<file path="config.mk">
export PLATFORM = sky130hd
export DESIGN_NAME = ips_sequencer
export DESIGN_NICKNAME = d
export VERILOG_FILES = /design/src/hw/ips_pkg.sv /design/src/hw/ips_sync.sv /design/src/hw/ips_sequencer.sv
export SDC_FILE = /design/constraint.sdc
export NUM_CORES = 2
export LEC_CHECK = 0
export ABC_AREA = 1
export ABC_CLOCK_PERIOD_IN_PS = 7410
export BUFFER_PORTS_ARGS = -buffer_cell sky130_fd_sc_hd__buf_2
export CORE_ASPECT_RATIO = 0.5
export CORE_MARGIN = 2
export CORE_UTILIZATION = 55
export CTS_CLUSTER_SIZE = 24
export DETAILED_ROUTE_END_ITERATION = 8
export GPL_ROUTABILITY_DRIVEN = 1
export PLACE_DENSITY = 0.74
export SLEW_MARGIN = 20
export SYNTH_ARGS = -nofsm -noshare
export SYNTH_HDL_FRONTEND = slang
export SYNTH_SLANG_ARGS = --single-unit
</file>
<file path="constraint.sdc">
create_clock -name clk -period 7.41 [get_ports clk]
set_clock_uncertainty 0.05 [all_clocks]
set_input_delay 0.741 -clock clk [delete_from_list [all_inputs] [get_ports clk]]
set_output_delay 0.741 -clock clk [all_outputs]
set_load 0.01 [all_outputs]
</file>
<file path="src/hw/ips_pkg.sv">
// Shared constants, carriers and state encoding of the interleaved PFC sequencer.
package ips_pkg;

  // Clock and timing, each time in its own unit with the derived count beside it.
  localparam int CLK_NS          = 25;
  localparam int SW_FREQ_KHZ     = 100;
  localparam int SW_PERIOD_CYC   = 1000000 / (SW_FREQ_KHZ * CLK_NS);
  localparam int SET_PULSE_NS    = 100;
  localparam int SET_PULSE_CYC   = (SET_PULSE_NS + CLK_NS - 1) / CLK_NS;
  localparam int BRIDGE_TON_US   = 20;
  localparam int BRIDGE_TON_CYC  = (BRIDGE_TON_US * 1000) / CLK_NS;
  localparam int STEP_SHIFT_US   = 5;
  localparam int STEP_SHIFT_CYC  = (STEP_SHIFT_US * 1000) / CLK_NS;
  localparam int INRUSH_MS       = 500;
  localparam int INRUSH_CYC      = INRUSH_MS * (1000000 / CLK_NS);
  localparam int GAP_MS          = 10;
  localparam int GAP_CYC         = GAP_MS * (1000000 / CLK_NS);

  // Data path widths and loop gains (shift amounts).
  localparam int MEAS_W     = 12;
  localparam int LINE_W     = 20;
  localparam int RMS_WIN_SH = 8;
  localparam int KP_SH      = 2;
  localparam int KI_SH      = 6;
  localparam int LOAD_SH    = 2;
  localparam logic [MEAS_W-1:0] SOFT_REF = 12'h400;

  // Half-sine table, sixteen points over one line half cycle.
  localparam logic [7:0] SINE_LUT [16] = '{8'h19, 8'h4a, 8'h78, 8'ha2, 8'hc5, 8'he1,
    8'hf4, 8'hfe, 8'hfe, 8'hf4, 8'he1, 8'hc5, 8'ha2, 8'h78, 8'h4a, 8'h19};

  // Bit positions of the pin inputs in the synchroniser bank.
  localparam int PIN_START = 0;
  localparam int PIN_EN    = 1;
  localparam int PIN_SYNC  = 2;
  localparam int PIN_PSET  = 3;
  localparam int PIN_LINE  = 4;
  localparam int PIN_DA    = 5;
  localparam int PIN_DB    = 6;
  localparam int PIN_SWOC  = 7;
  localparam int PIN_INOC  = 8;
  localparam int PIN_W     = 9;

  typedef struct packed {
    logic [MEAS_W-1:0] lineA;
    logic [MEAS_W-1:0] lineB;
    logic [MEAS_W-1:0] temp;
    logic [MEAS_W-1:0] iout;
    logic [MEAS_W-1:0] vout;
    logic [MEAS_W-1:0] ich0;
    logic [MEAS_W-1:0] ich1;
  } ips_meas_t;

  typedef struct packed {
    logic [MEAS_W-1:0]   voutRef;
    logic [MEAS_W-1:0]   burstMin;
    logic [MEAS_W-1:0]   burstMax;
    logic [MEAS_W-1:0]   ovpLevel;
    logic [MEAS_W-1:0]   tempLimit;
    logic [MEAS_W-1:0]   loadDetect;
    logic [MEAS_W-1:0]   halfLoad;
    logic [2*MEAS_W-1:0] fanPower;
  } ips_cfg_t;

  typedef enum logic [2:0] {ST_IDLE, ST_INRUSH, ST_GAP, ST_SOFT, ST_BURST, ST_RUN} ips_state_t;

endpackage

</file>
<file path="src/hw/ips_sync.sv">
// Two flip-flop synchroniser bank for the pin inputs.
`timescale 1ns/1ps
module ips_sync #(
  parameter int WIDTH = 1
) (
  // Clock and reset
  input  wire logic             clk,
  input  wire logic             rst_n,
  // Asynchronous in, synchronised out
  input  wire logic [WIDTH-1:0] din,
  output logic      [WIDTH-1:0] dout
);

  if (WIDTH < 1) begin : g_chk
    $error("ips_sync needs at least one bit");
  end

  for (genvar i = 0; i < WIDTH; i++) begin : g_bit
    logic meta_ff;
    logic sync_ff;
    always_ff @(posedge clk or negedge rst_n) begin
      if (!rst_n) begin
        meta_ff <= 1'b0;
        sync_ff <= 1'b0;
      end else begin
        meta_ff <= din[i];
        sync_ff <= meta_ff;
      end
    end
    assign dout[i] = sync_ff;
  end

endmodule

</file>
<file path="src/hw/ips_sequencer.sv">
// Drive generation, protection and start-up sequencing of the interleaved PFC.
//
// What this block does
// - Emit switching square wave; drive only while looped-back enable wave runs.
// - Make slave set pulse half a master period after master rising edge.
// - Set pulse leaves on phaseSetOut, loops back; flop sets slave drive.
// - Master drive duty ends when either duty comparator drops.
// - Switch overcurrent stops both channel drives; input overcurrent is also sensed.
// - Thermal sense below limit stops switching.
// - Subtract both line samples and compute RMS line voltage.
// - RMS line changes adjust voltage loop output directly.
// - Output current scales the current reference up.
// - Slave channel enabled above half-load output current, and always during soft power-on.
// - Output voltage feeds regulation and overvoltage shutdown.
// - Channel current difference gives a balance trim.
// - Inrush for set time, short gap, then soft power-on.
// - Bridge switches fired alternately by polarity near half-cycle end.
// - Each firing advances by a fixed step until full conduction.
// - Soft power-on holds constant reference with both channels active.
// - Power-good goes low once output reaches setpoint.
// - Without load, burst between lower and upper levels.
// - Load detected leaves burst and regulates at setpoint.
// - Cooling request low while output power exceeds threshold.
// - Fault indicator low while a fault is present.
// - Overcurrent indicator low on either overcurrent comparator.
// - Falling edge of looped master drive clears slave drive.
// - Rising edge of zero-cross input restarts the sine table.
`timescale 1ns/1ps
module ips_sequencer
  import ips_pkg::*;
#(
  parameter int INRUSH_CYCLES = INRUSH_CYC,
  parameter int GAP_CYCLES    = GAP_CYC
) (
  // Clock and reset
  input  wire logic              clk,
  input  wire logic              rst_n,
  // Pins from the board and power stage
  input  wire logic              startReq,
  input  wire logic              enableIn,
  input  wire logic              syncInput,
  input  wire logic              phaseSetIn,
  input  wire logic              lineZeroCross,
  input  wire logic              dutyComparatorA,
  input  wire logic              dutyComparatorB,
  input  wire logic              switchOvercurrentComparator,
  input  wire logic              inputOvercurrentComparator,
  // Measurements and configuration
  input  wire ips_meas_t         meas,
  input  wire logic              measValid,
  input  wire ips_cfg_t          cfg,
  // Drives
  output logic                   switchClk,
  output logic                   masterChannelDrive,
  output logic                   phaseSetOut,
  output logic                   slaveChannelDrive,
  output logic                   bridgeSwitchA,
  output logic                   bridgeSwitchB,
  // Indicators and internal results
  output logic                   powerGoodN,
  output logic                   faultIndicatorN,
  output logic                   overcurrentIndicatorN,
  output logic                   coolingReqN,
  output logic [MEAS_W-1:0]      currentRef,
  output logic [MEAS_W-1:0]      rmsLineVoltage,
  output logic signed [MEAS_W:0] balanceTrim
);

  localparam int SWC_W = $clog2(SW_PERIOD_CYC);
  localparam logic [SWC_W:0] EN_AGE_MAX = (SWC_W+1)'(2 * SW_PERIOD_CYC);

  if (INRUSH_CYCLES < 1 || GAP_CYCLES < 1 || SW_PERIOD_CYC < 4) begin : g_chk
    $error("ips_sequencer timing parameters out of range");
  end

  // Pin synchronisation and edges.
  logic [PIN_W-1:0] pinRaw;
  logic [PIN_W-1:0] pinS;
  logic [PIN_W-1:0] pinPrev_ff;
  assign pinRaw = {inputOvercurrentComparator, switchOvercurrentComparator, dutyComparatorB,
                   dutyComparatorA, lineZeroCross, phaseSetIn, syncInput, enableIn, startReq};

  ips_sync #(.WIDTH(PIN_W)) uSync (
    .clk   (clk),
    .rst_n (rst_n),
    .din   (pinRaw),
    .dout  (pinS)
  );

  wire enRise   = pinS[PIN_EN] & ~pinPrev_ff[PIN_EN];
  wire syncRise = pinS[PIN_SYNC] & ~pinPrev_ff[PIN_SYNC];
  wire syncFall = ~pinS[PIN_SYNC] & pinPrev_ff[PIN_SYNC];
  wire psRise   = pinS[PIN_PSET] & ~pinPrev_ff[PIN_PSET];
  wire lineRise = pinS[PIN_LINE] & ~pinPrev_ff[PIN_LINE];
  wire lineEdge = pinS[PIN_LINE] ^ pinPrev_ff[PIN_LINE];

  // Registers.
  ips_state_t               state_ff, nxt_state;
  logic [31:0]              stateCnt_ff;
  ips_meas_t                measLat_ff;
  logic                     burstOn_ff, master_ff, slave_ff, swClk_ff;
  logic [SWC_W-1:0]         swCnt_ff;
  logic [SWC_W:0]           enAge_ff;
  logic [15:0]              perCnt_ff, halfPer_ff;
  logic                     phaseArm_ff, phaseSet_ff;
  logic [3:0]               psCnt_ff;
  logic [LINE_W-1:0]        lineCnt_ff, halfLine_ff, advance_ff, brCnt_ff, stepCnt_ff;
  logic                     brPol_ff, brA_ff, brB_ff;
  logic [LINE_W-1:0]        rmsAcc_ff;
  logic [RMS_WIN_SH-1:0]    winCnt_ff;
  logic [MEAS_W-1:0]        rms_ff, rmsPrev_ff, ipk_ff, curRef_ff;
  logic signed [LINE_W-1:0] integ_ff;
  logic [3:0]               lutIdx_ff;
  logic signed [MEAS_W:0]   trim_ff;
  logic                     pgN_ff, faultN_ff, ocN_ff, fanN_ff;

  // Protection: overvoltage, thermal and switch overcurrent stop both channel drives.
  wire ovp      = measLat_ff.vout > cfg.ovpLevel;
  wire hot      = measLat_ff.temp < cfg.tempLimit;
  wire shutdown = ovp | hot | pinS[PIN_SWOC];
  wire anyOc    = pinS[PIN_SWOC] | pinS[PIN_INOC];

  // Drive permission by phase of the start-up sequence.
  wire stagedRun = (state_ff == ST_SOFT) || (state_ff == ST_RUN) ||
                   (state_ff == ST_BURST && burstOn_ff);
  // The enable wave counts as present while its rising edges keep arriving. Gating on its
  // level instead would block every drive in the low half, so no slave pulse could start.
  wire enPresent    = enRise | (enAge_ff < EN_AGE_MAX);
  wire runAllowed   = enPresent & ~shutdown & stagedRun;
  wire slaveAllowed = (state_ff == ST_SOFT) ||
                      (measLat_ff.iout > cfg.halfLoad);

  // Master turns on at each switching period start; either comparator ends it.
  wire nxt_master = runAllowed &
                    (enRise | (master_ff & pinS[PIN_DA] & pinS[PIN_DB]));
  // Slave is set by the looped set pulse and cleared by the master's falling edge.
  wire nxt_slave  = runAllowed & slaveAllowed & ~syncFall & (psRise | slave_ff);

  // Switching clock divider, high for the first half of the period.
  wire swWrap = swCnt_ff == SWC_W'(SW_PERIOD_CYC - 1);
  wire [SWC_W-1:0] nxt_swCnt = swWrap ? '0 : swCnt_ff + 1'b1;
  wire nxt_swClk = nxt_swCnt < SWC_W'(SW_PERIOD_CYC / 2);

  // Set generator: half of the measured master period after its rising edge.
  wire phaseFire = phaseArm_ff & ~syncRise & (perCnt_ff == halfPer_ff);
  wire [3:0] nxt_psCnt = phaseFire ? 4'(SET_PULSE_CYC) :
                         (psCnt_ff != 4'h0) ? psCnt_ff - 4'h1 : 4'h0;

  // Inrush firing point: end of half cycle, moved earlier by the advance.
  localparam logic [LINE_W-1:0] TON_L  = LINE_W'(BRIDGE_TON_CYC);
  localparam logic [LINE_W-1:0] STEP_L = LINE_W'(STEP_SHIFT_CYC);
  wire inInrush  = state_ff == ST_INRUSH;
  wire roomLeft  = halfLine_ff > TON_L + advance_ff;
  wire [LINE_W-1:0] fireAt = roomLeft ? halfLine_ff - TON_L - advance_ff : '0;
  wire brFire    = inInrush & ~lineEdge & (halfLine_ff != '0) &
                   (lineCnt_ff == fireAt);
  wire canStep   = halfLine_ff > TON_L + advance_ff + STEP_L;
  wire [LINE_W-1:0] nxt_brCnt = !inInrush ? '0 : brFire ? TON_L :
                                (brCnt_ff != '0) ? brCnt_ff - 1'b1 : '0;
  wire nxt_brPol = brFire ? pinS[PIN_LINE] : brPol_ff;

  // RMS: mean rectified difference times 1.125 approximates the sine form factor.
  wire signed [MEAS_W:0] lineDiff = $signed({1'b0, meas.lineA}) - $signed({1'b0, meas.lineB});
  wire [MEAS_W-1:0] lineAbs = lineDiff[MEAS_W] ? MEAS_W'(-lineDiff) : lineDiff[MEAS_W-1:0];
  wire [LINE_W-1:0] accNext = rmsAcc_ff + LINE_W'(lineAbs);
  wire [MEAS_W:0] rmsSum = {1'b0, accNext[LINE_W-1:RMS_WIN_SH]} +
                           {4'h0, accNext[LINE_W-1:RMS_WIN_SH+3]};
  wire winEnd = winCnt_ff == '1;

  // Digital voltage loop with line and load feed-forward.
  wire signed [MEAS_W:0] vErr = $signed({1'b0, cfg.voutRef}) - $signed({1'b0, meas.vout});
  wire regulate = (state_ff == ST_BURST) || (state_ff == ST_RUN);
  wire signed [LINE_W-1:0] nxt_integ = regulate ? integ_ff + LINE_W'(vErr) : '0;
  wire signed [LINE_W+1:0] piSum = (LINE_W+2)'(vErr <<< KP_SH) +
                                   (LINE_W+2)'(integ_ff >>> KI_SH) +
                                   (LINE_W+2)'($signed({1'b0, rmsPrev_ff}) -
                                               $signed({1'b0, rms_ff})) +
                                   (LINE_W+2)'({1'b0, meas.iout >> LOAD_SH});
  wire [MEAS_W-1:0] piClamp = piSum[LINE_W+1] ? '0 :
                              (piSum > (LINE_W+2)'(4095)) ? '1 : piSum[MEAS_W-1:0];
  wire [MEAS_W-1:0] nxt_ipk = (state_ff == ST_SOFT) ? SOFT_REF :
                              regulate ? piClamp : '0;

  // Sine table stepping: sixteen entries per measured line half cycle.
  wire stepDone = stepCnt_ff >= (halfLine_ff >> 4);
  wire [19:0] refProd = ipk_ff * SINE_LUT[lutIdx_ff];
  wire [2*MEAS_W-1:0] outPower = measLat_ff.vout * measLat_ff.iout;

  // Start-up sequence.
  always_comb begin
    nxt_state = state_ff;
    case (state_ff)
      ST_IDLE: begin
        if (pinS[PIN_START]) nxt_state = ST_INRUSH;
      end
      ST_INRUSH: begin
        if (stateCnt_ff >= 32'(INRUSH_CYCLES - 1)) nxt_state = ST_GAP;
      end
      ST_GAP: begin
        if (stateCnt_ff >= 32'(GAP_CYCLES - 1)) nxt_state = ST_SOFT;
      end
      ST_SOFT: begin
        if (measLat_ff.vout >= cfg.voutRef) nxt_state = ST_BURST;
      end
      ST_BURST: begin
        if (measLat_ff.iout > cfg.loadDetect) nxt_state = ST_RUN;
      end
      default: nxt_state = state_ff;
    endcase
  end

  always_ff @(posedge clk or negedge rst_n) begin
    if (!rst_n) begin
      state_ff    <= ST_IDLE;
      stateCnt_ff <= '0;
      pinPrev_ff  <= '0;
      measLat_ff  <= '0;
      burstOn_ff  <= 1'b0;
    end else begin
      state_ff    <= nxt_state;
      stateCnt_ff <= (nxt_state != state_ff) ? '0 : stateCnt_ff + 1'b1;
      pinPrev_ff  <= pinS;
      if (measValid) measLat_ff <= meas;
      if (measLat_ff.vout < cfg.burstMin) burstOn_ff <= 1'b1;
      else if (measLat_ff.vout > cfg.burstMax) burstOn_ff <= 1'b0;
    end
  end

  // Channel drives and the set generator.
  always_ff @(posedge clk or negedge rst_n) begin
    if (!rst_n) begin
      swCnt_ff    <= '0;
      enAge_ff    <= '1;
      swClk_ff    <= 1'b0;
      master_ff   <= 1'b0;
      slave_ff    <= 1'b0;
      perCnt_ff   <= '0;
      halfPer_ff  <= '0;
      phaseArm_ff <= 1'b0;
      psCnt_ff    <= '0;
      phaseSet_ff <= 1'b0;
    end else begin
      swCnt_ff    <= nxt_swCnt;
      enAge_ff    <= enRise ? '0 : enPresent ? enAge_ff + 1'b1 : enAge_ff;
      swClk_ff    <= nxt_swClk;
      master_ff   <= nxt_master;
      slave_ff    <= nxt_slave;
      perCnt_ff   <= syncRise ? '0 : (perCnt_ff != '1) ? perCnt_ff + 1'b1 : perCnt_ff;
      if (syncRise) halfPer_ff <= (perCnt_ff + 16'h1) >> 1;
      phaseArm_ff <= syncRise | (phaseArm_ff & ~phaseFire);
      psCnt_ff    <= nxt_psCnt;
      phaseSet_ff <= nxt_psCnt != 4'h0;
    end
  end

  // Inrush bridge firing.
  always_ff @(posedge clk or negedge rst_n) begin
    if (!rst_n) begin
      lineCnt_ff  <= '0;
      halfLine_ff <= '0;
      advance_ff  <= '0;
      brCnt_ff    <= '0;
      brPol_ff    <= 1'b0;
      brA_ff      <= 1'b0;
      brB_ff      <= 1'b0;
    end else begin
      lineCnt_ff <= lineEdge ? '0 : (lineCnt_ff != '1) ? lineCnt_ff + 1'b1 : lineCnt_ff;
      if (lineEdge) halfLine_ff <= lineCnt_ff;
      if (!inInrush) advance_ff <= '0;
      else if (lineEdge && canStep) advance_ff <= advance_ff + STEP_L;
      brCnt_ff <= nxt_brCnt;
      brPol_ff <= nxt_brPol;
      brA_ff   <= (nxt_brCnt != '0) & nxt_brPol;
      brB_ff   <= (nxt_brCnt != '0) & ~nxt_brPol;
    end
  end

  // Measurements, voltage loop and reference.
  always_ff @(posedge clk or negedge rst_n) begin
    if (!rst_n) begin
      rmsAcc_ff  <= '0;
      winCnt_ff  <= '0;
      rms_ff     <= '0;
      rmsPrev_ff <= '0;
      integ_ff   <= '0;
      ipk_ff     <= '0;
      lutIdx_ff  <= '0;
      stepCnt_ff <= '0;
      curRef_ff  <= '0;
      trim_ff    <= '0;
    end else begin
      if (measValid) begin
        winCnt_ff <= winCnt_ff + 1'b1;
        rmsAcc_ff <= winEnd ? '0 : accNext;
        if (winEnd) begin
          rmsPrev_ff <= rms_ff;
          rms_ff     <= rmsSum[MEAS_W] ? '1 : rmsSum[MEAS_W-1:0];
        end
        integ_ff <= nxt_integ;
        ipk_ff   <= nxt_ipk;
        trim_ff  <= $signed({1'b0, meas.ich0}) - $signed({1'b0, meas.ich1});
      end
      if (lineRise || stepDone) stepCnt_ff <= '0;
      else stepCnt_ff <= stepCnt_ff + 1'b1;
      if (lineRise) lutIdx_ff <= '0;
      else if (stepDone) lutIdx_ff <= lutIdx_ff + 1'b1;
      curRef_ff <= refProd[19:8];
    end
  end

  // Status indicators.
  always_ff @(posedge clk or negedge rst_n) begin
    if (!rst_n) begin
      pgN_ff    <= 1'b1;
      faultN_ff <= 1'b1;
      ocN_ff    <= 1'b1;
      fanN_ff   <= 1'b1;
    end else begin
      pgN_ff    <= ~regulate;
      faultN_ff <= ~shutdown;
      ocN_ff    <= ~anyOc;
      fanN_ff   <= ~(outPower > cfg.fanPower);
    end
  end

  assign switchClk             = swClk_ff;
  assign masterChannelDrive    = master_ff;
  assign phaseSetOut           = phaseSet_ff;
  assign slaveChannelDrive     = slave_ff;
  assign bridgeSwitchA         = brA_ff;
  assign bridgeSwitchB         = brB_ff;
  assign powerGoodN            = pgN_ff;
  assign faultIndicatorN       = faultN_ff;
  assign overcurrentIndicatorN = ocN_ff;
  assign coolingReqN           = fanN_ff;
  assign currentRef            = curRef_ff;
  assign rmsLineVoltage        = rms_ff;
  assign balanceTrim           = trim_ff;

  // Checks on the drive and sequencing behaviour.
  property p_enable_gate;
    @(posedge clk) disable iff (!rst_n) !enPresent |=> !master_ff && !slave_ff;
  endproperty
  a_enable_gate: assert property (p_enable_gate) else $error("drive without enable");

  property p_set_pulse;
    @(posedge clk) disable iff (!rst_n) $rose(phaseSet_ff) |-> phaseSet_ff[*4] ##1 !phaseSet_ff;
  endproperty
  a_set_pulse: assert property (p_set_pulse) else $error("set pulse width wrong");

  property p_slave_set;
    @(posedge clk) disable iff (!rst_n) $rose(slave_ff) |-> $past(psRise);
  endproperty
  a_slave_set: assert property (p_slave_set) else $error("slave set without pulse");

  property p_duty_end;
    @(posedge clk) disable iff (!rst_n)
      (!pinS[PIN_DA] || !pinS[PIN_DB]) && !enRise |=> !master_ff;
  endproperty
  a_duty_end: assert property (p_duty_end) else $error("master outlived comparator");

  property p_oc_stop;
    @(posedge clk) disable iff (!rst_n)
      pinS[PIN_SWOC] |=> !master_ff && !slave_ff && !ocN_ff && !faultN_ff;
  endproperty
  a_oc_stop: assert property (p_oc_stop) else $error("overcurrent did not stop drives");

  property p_slave_off;
    @(posedge clk) disable iff (!rst_n) syncFall |=> !slave_ff;
  endproperty
  a_slave_off: assert property (p_slave_off) else $error("slave kept after master fall");

  property p_bridge_excl;
    @(posedge clk) disable iff (!rst_n)
      (brA_ff || brB_ff) |-> !(brA_ff && brB_ff) && $past(inInrush);
  endproperty
  a_bridge_excl: assert property (p_bridge_excl) else $error("bridge drive misuse");

  property p_power_good;
    @(posedge clk) disable iff (!rst_n) $fell(pgN_ff) |-> $past(state_ff) == ST_BURST;
  endproperty
  a_power_good: assert property (p_power_good) else $error("power good at wrong time");

  property p_idle_quiet;
    @(posedge clk) disable iff (!rst_n) (state_ff == ST_IDLE) ##1 (state_ff == ST_IDLE) |->
      !master_ff && !slave_ff && !brA_ff && !brB_ff && pgN_ff;
  endproperty
  a_idle_quiet: assert property (p_idle_quiet) else $error("drive active before start");

endmodule

</file>
==> flow_summary.json <==
{
  "status": "complete, no violations",
  "crit_fanout": 8,
  "cts-resized-gates": 0,
  "num_vias": 30800,
  "timing.setup.tns_ns": 0,
  "ys_ff_latch": 370,
  "min_period_over_period_pct": 94.5,
  "htreeDepth": 2,
  "area_growth_pct": 9.67,
  "ir_worst_vdd_mv": 0.218,
  "postCtsSetupRepairBufs": 0,
  "synthArstFlopShare_pct": 100,
  "clk_pin_slew_ns": 0.08,
  "relSlewSlack_pct": 34.4,
  "yosysUniqueCellTypes": 70,
  "worstSetupEndpointType": "flop",
  "synth_cells": 4658,
  "drive_above_1_share_pct": 9.02,
  "initial_core_util_pct": 55.9,
  "grt_util_all_layers_pct": 27.3,
  "fin_total_pwr_mw": 9.62,
  "rsz0062_at_grt": "no",
  "clk_path_buf_depth": 3,
  "cts_buffers": 39,
  "fillCellCount": 5657,
  "rows": 65,
  "synth_warnings": 0,
  "synth_edf_count": 0,
  "finalSetupViolCount": 0,
  "port_buffers": 250,
  "worstPathArrival_ns": 7.45,
  "yosysTopAreaCell": "dfrtp_1",
  "hold_violations": 0,
  "seq_area_frac_synth_pct": 26.2,
  "regToRegSetupSlack_ns": 0.41,
  "ant_nets": 0,
  "critPathRequiredTime_ns": 7.86,
  "drv_cap": 0,
  "fmax_mhz": 143,
  "worst_slew_pin_slew_ns": 0.975,
  "finalCriticalPeriod_ns": 7.00,
  "vias_per_cell": 5.35,
  "power_density_nw_per_um2": 247,
  "ioPinCount": 251,
  "slowest_stage": "fa_1",
  "avgSynthCellArea_um2": 7.61,
  "drt_iter0_drc": 2072,
  "wl_per_cell_um": 15.6,
  "grt.overflow.total": 0,
  "yosys-top-cells-area": "dfrtp_1, ha_1, nand2_1",
  "grt_max_degree": 159,
  "hpwl_mm": 70.9,
  "fin_hold_ws_ns": 0.136,
  "antenna_found_initial": 3,
  "synth_ff_type": "dfrtp_1",
  "chipWidth_um": 363,
  "syn_area_um2": 35400,
  "die_y_um": 184,
  "core_area_um2": 63400,
  "grt_pass1_vias": 31000,
  "worstSetupPathType": "reg -> reg",
  "cts_tree": "yes",
  "firstDrtPassIters": 6,
  "die_area_um2": 66600,
  "clk_latency_ns": 0.58,
  "place_congestion": 0.965,
  "drc_errors": 0,
  "critPathLaunchType": "flop",
  "grt_pass1_wl_mm": 150,
  "fin_nets": 5707,
  "ctsHoldBuffers": 0,
  "clk_root_buffer_cell": "clkbuf_16",
  "cts_sinks": 370,
  "routed_wl_mm": 89.6,
  "final_max_slew_viol_count": 0,
  "power.leakage_nw": 21.4,
  "min_path_type": "in -> async",
  "synth_top_area_share_pct": 25.1,
  "slowest_delay_ns": 0.54
}
[worst paths after layout]
kind / from / endpoint / depth (start not counted)
setup / recovery: measLat_ff[39] / coolingReqN / 28
hold / removal: rst_n / measLat_ff[31] / 1
setup reg to reg: measLat_ff[39] / coolingReqN / 28
hold reg to reg: uSync.g_bit[5].meta_ff / uSync.g_bit[5].sync_ff / 0
max in group asynchronous: rst_n / measLat_ff[45] / 2
min in group clk: lineZeroCross / uSync.g_bit[4].meta_ff / 1
[where the power goes]
part / internal, mW / switching (mW) / total, mW / leakage, nW
combinational: 2.03 / 3.14 / 5.16 / 16.0
sequential: 2.24 / 0.193 / 2.43 / 4.78
clock: 1.12 / 0.906 / 2.02 / 0.621
total: 5.38 / 4.24 / 9.62 / 21.4
[placed cells by master (no fill, tap or decap), types with 10 or more instances in the layout]
cell type,synthesis,layout
nor3_1,83,83
nand2_2,14,15
clkbuf_8,0,10
xnor2_1,62,62
dfrtp_1,356,345
o22ai_1,20,20
o21a_1,14,14
buf_2,6,249
o211ai_1,11,11
nand3_1,155,155
clkbuf_1,67,10
a21o_1,15,15
a21boi_0,10,10
inv_2,11,11
nor2_1,371,371
inv_1,901,900
o21ai_0,217,216
dfrtp_2,0,11
nand4_1,59,59
clkbuf_16,0,39
nor4_1,21,21
xor2_1,146,146
nor2_2,14,14
ha_1,418,418
nand3b_1,12,12
dfstp_2,14,14
buf_4,1,21
o31ai_1,14,14
nand2_1,1047,1046
a211oi_1,14,14
fa_1,194,194
o21ai_1,14,15
a21oi_1,230,230
a31oi_1,14,14
o21bai_1,11,11
[sequential cells by signal (all words and copies together) (netlist names), 9 cells and up]
signal,count
advance_ff,17
lineCnt_ff,20
swCnt_ff,9
ipk_ff,12
uSync.g_bit.meta_ff,9
uSync.g_bit.sync_ff,9
measLat_ff,36
enAge_ff,10
currentRef,12
rmsLineVoltage,12
integ_ff,20
rmsAcc_ff,20
rmsPrev_ff,12
halfLine_ff,20
halfPer_ff,15
perCnt_ff,16
stepCnt_ff,20
brCnt_ff,20
stateCnt_ff,32
balanceTrim,13
[metrics by stage]
| stage | instances | util (%) | worst slack (ns) | cell area (um^2) |
|---|---|---|---|---|
| finish | 5758 | 61.4 | 0.408 | 38900 |
| global route | 5758 | 61.4 | 0.00737 | 38900 |
| CTS | 5757 | 61.3 | 0.302 | 38900 |
| detailed placement | 5687 | 59.3 | 0.304 | 37600 |
| global placement | 5687 | 59.3 | 0.447 | 37600 |
| floorplan | 4660 | - | 0.850 | 35500 |
[critical path: cells and delay by family, from the launching register on]
| family | cells | cell delay [ns] |
|---|---|---|
| AND/OR/NAND/NOR | 4 | 0.61 |
| adder cells (fa/ha/maj) | 7 | 2.88 |
| XOR/XNOR | 1 | 0.10 |
| AO/OA/AOI/OAI | 11 | 2.26 |
| flip-flops | 1 | 0.53 |
| buffers and inverters | 5 | 0.51 |
[cells by family after synthesis]
family / Yosys count / share of synthesized area, %
AOI/OAI and AO/OA: 633 / 10.2
xor gates and xnor gates: 210 / 5.23
adders and majority gates: 612 / 25.7
buffers and inverters: 998 / 10.7
DFF: 370 / 26.2
other: 2 / 0.0212
and+or+nand+nor: 1833 / 22.0
[synthesized netlist by cell type, types with 11 or more instances]
master,number
nor3_1,83
nand2_2,14
a21oi_1,230
nand3_1,155
dfstp_2,14
o21ai_1,14
o22ai_1,20
o211ai_1,11
nand4_1,59
o21a_1,14
o21ai_0,217
nor2_2,14
clkbuf_1,67
inv_2,11
o21bai_1,11
o31ai_1,14
nor2_1,371
a21o_1,15
a211oi_1,14
xnor2_1,62
a31oi_1,14
xor2_1,146
nand3b_1,12
dfrtp_1,356
nor4_1,21
nand2_1,1047
inv_1,901
fa_1,194
ha_1,418
[metal layers]
metal	track usage, %	vias to the layer above	routed length (um)
met1	35.4	14600	39500
met5	0	-	13
li1	-	15200	-
met2	47.1	773	42200
met3	3.28	206	4330
met4	10.5	2	3560
[layout make-up]
cell class / count / area (um^2) / area share [%]
Multi-Input combinational cell: 3292 / 22400 / 57.6
Sequential cell: 370 / 9290 / 23.9
Inverter: 916 / 3440 / 8.85
Timing Repair Buffer: 272 / 1440 / 3.70
Clock buffer: 59 / 1150 / 2.96
Tap cell: 837 / 1050 / 2.69
Clock inverter: 11 / 109 / 0.280
Antenna cell: 1 / 2.50 / 0.00644
(Power assumes the default switching activity.)
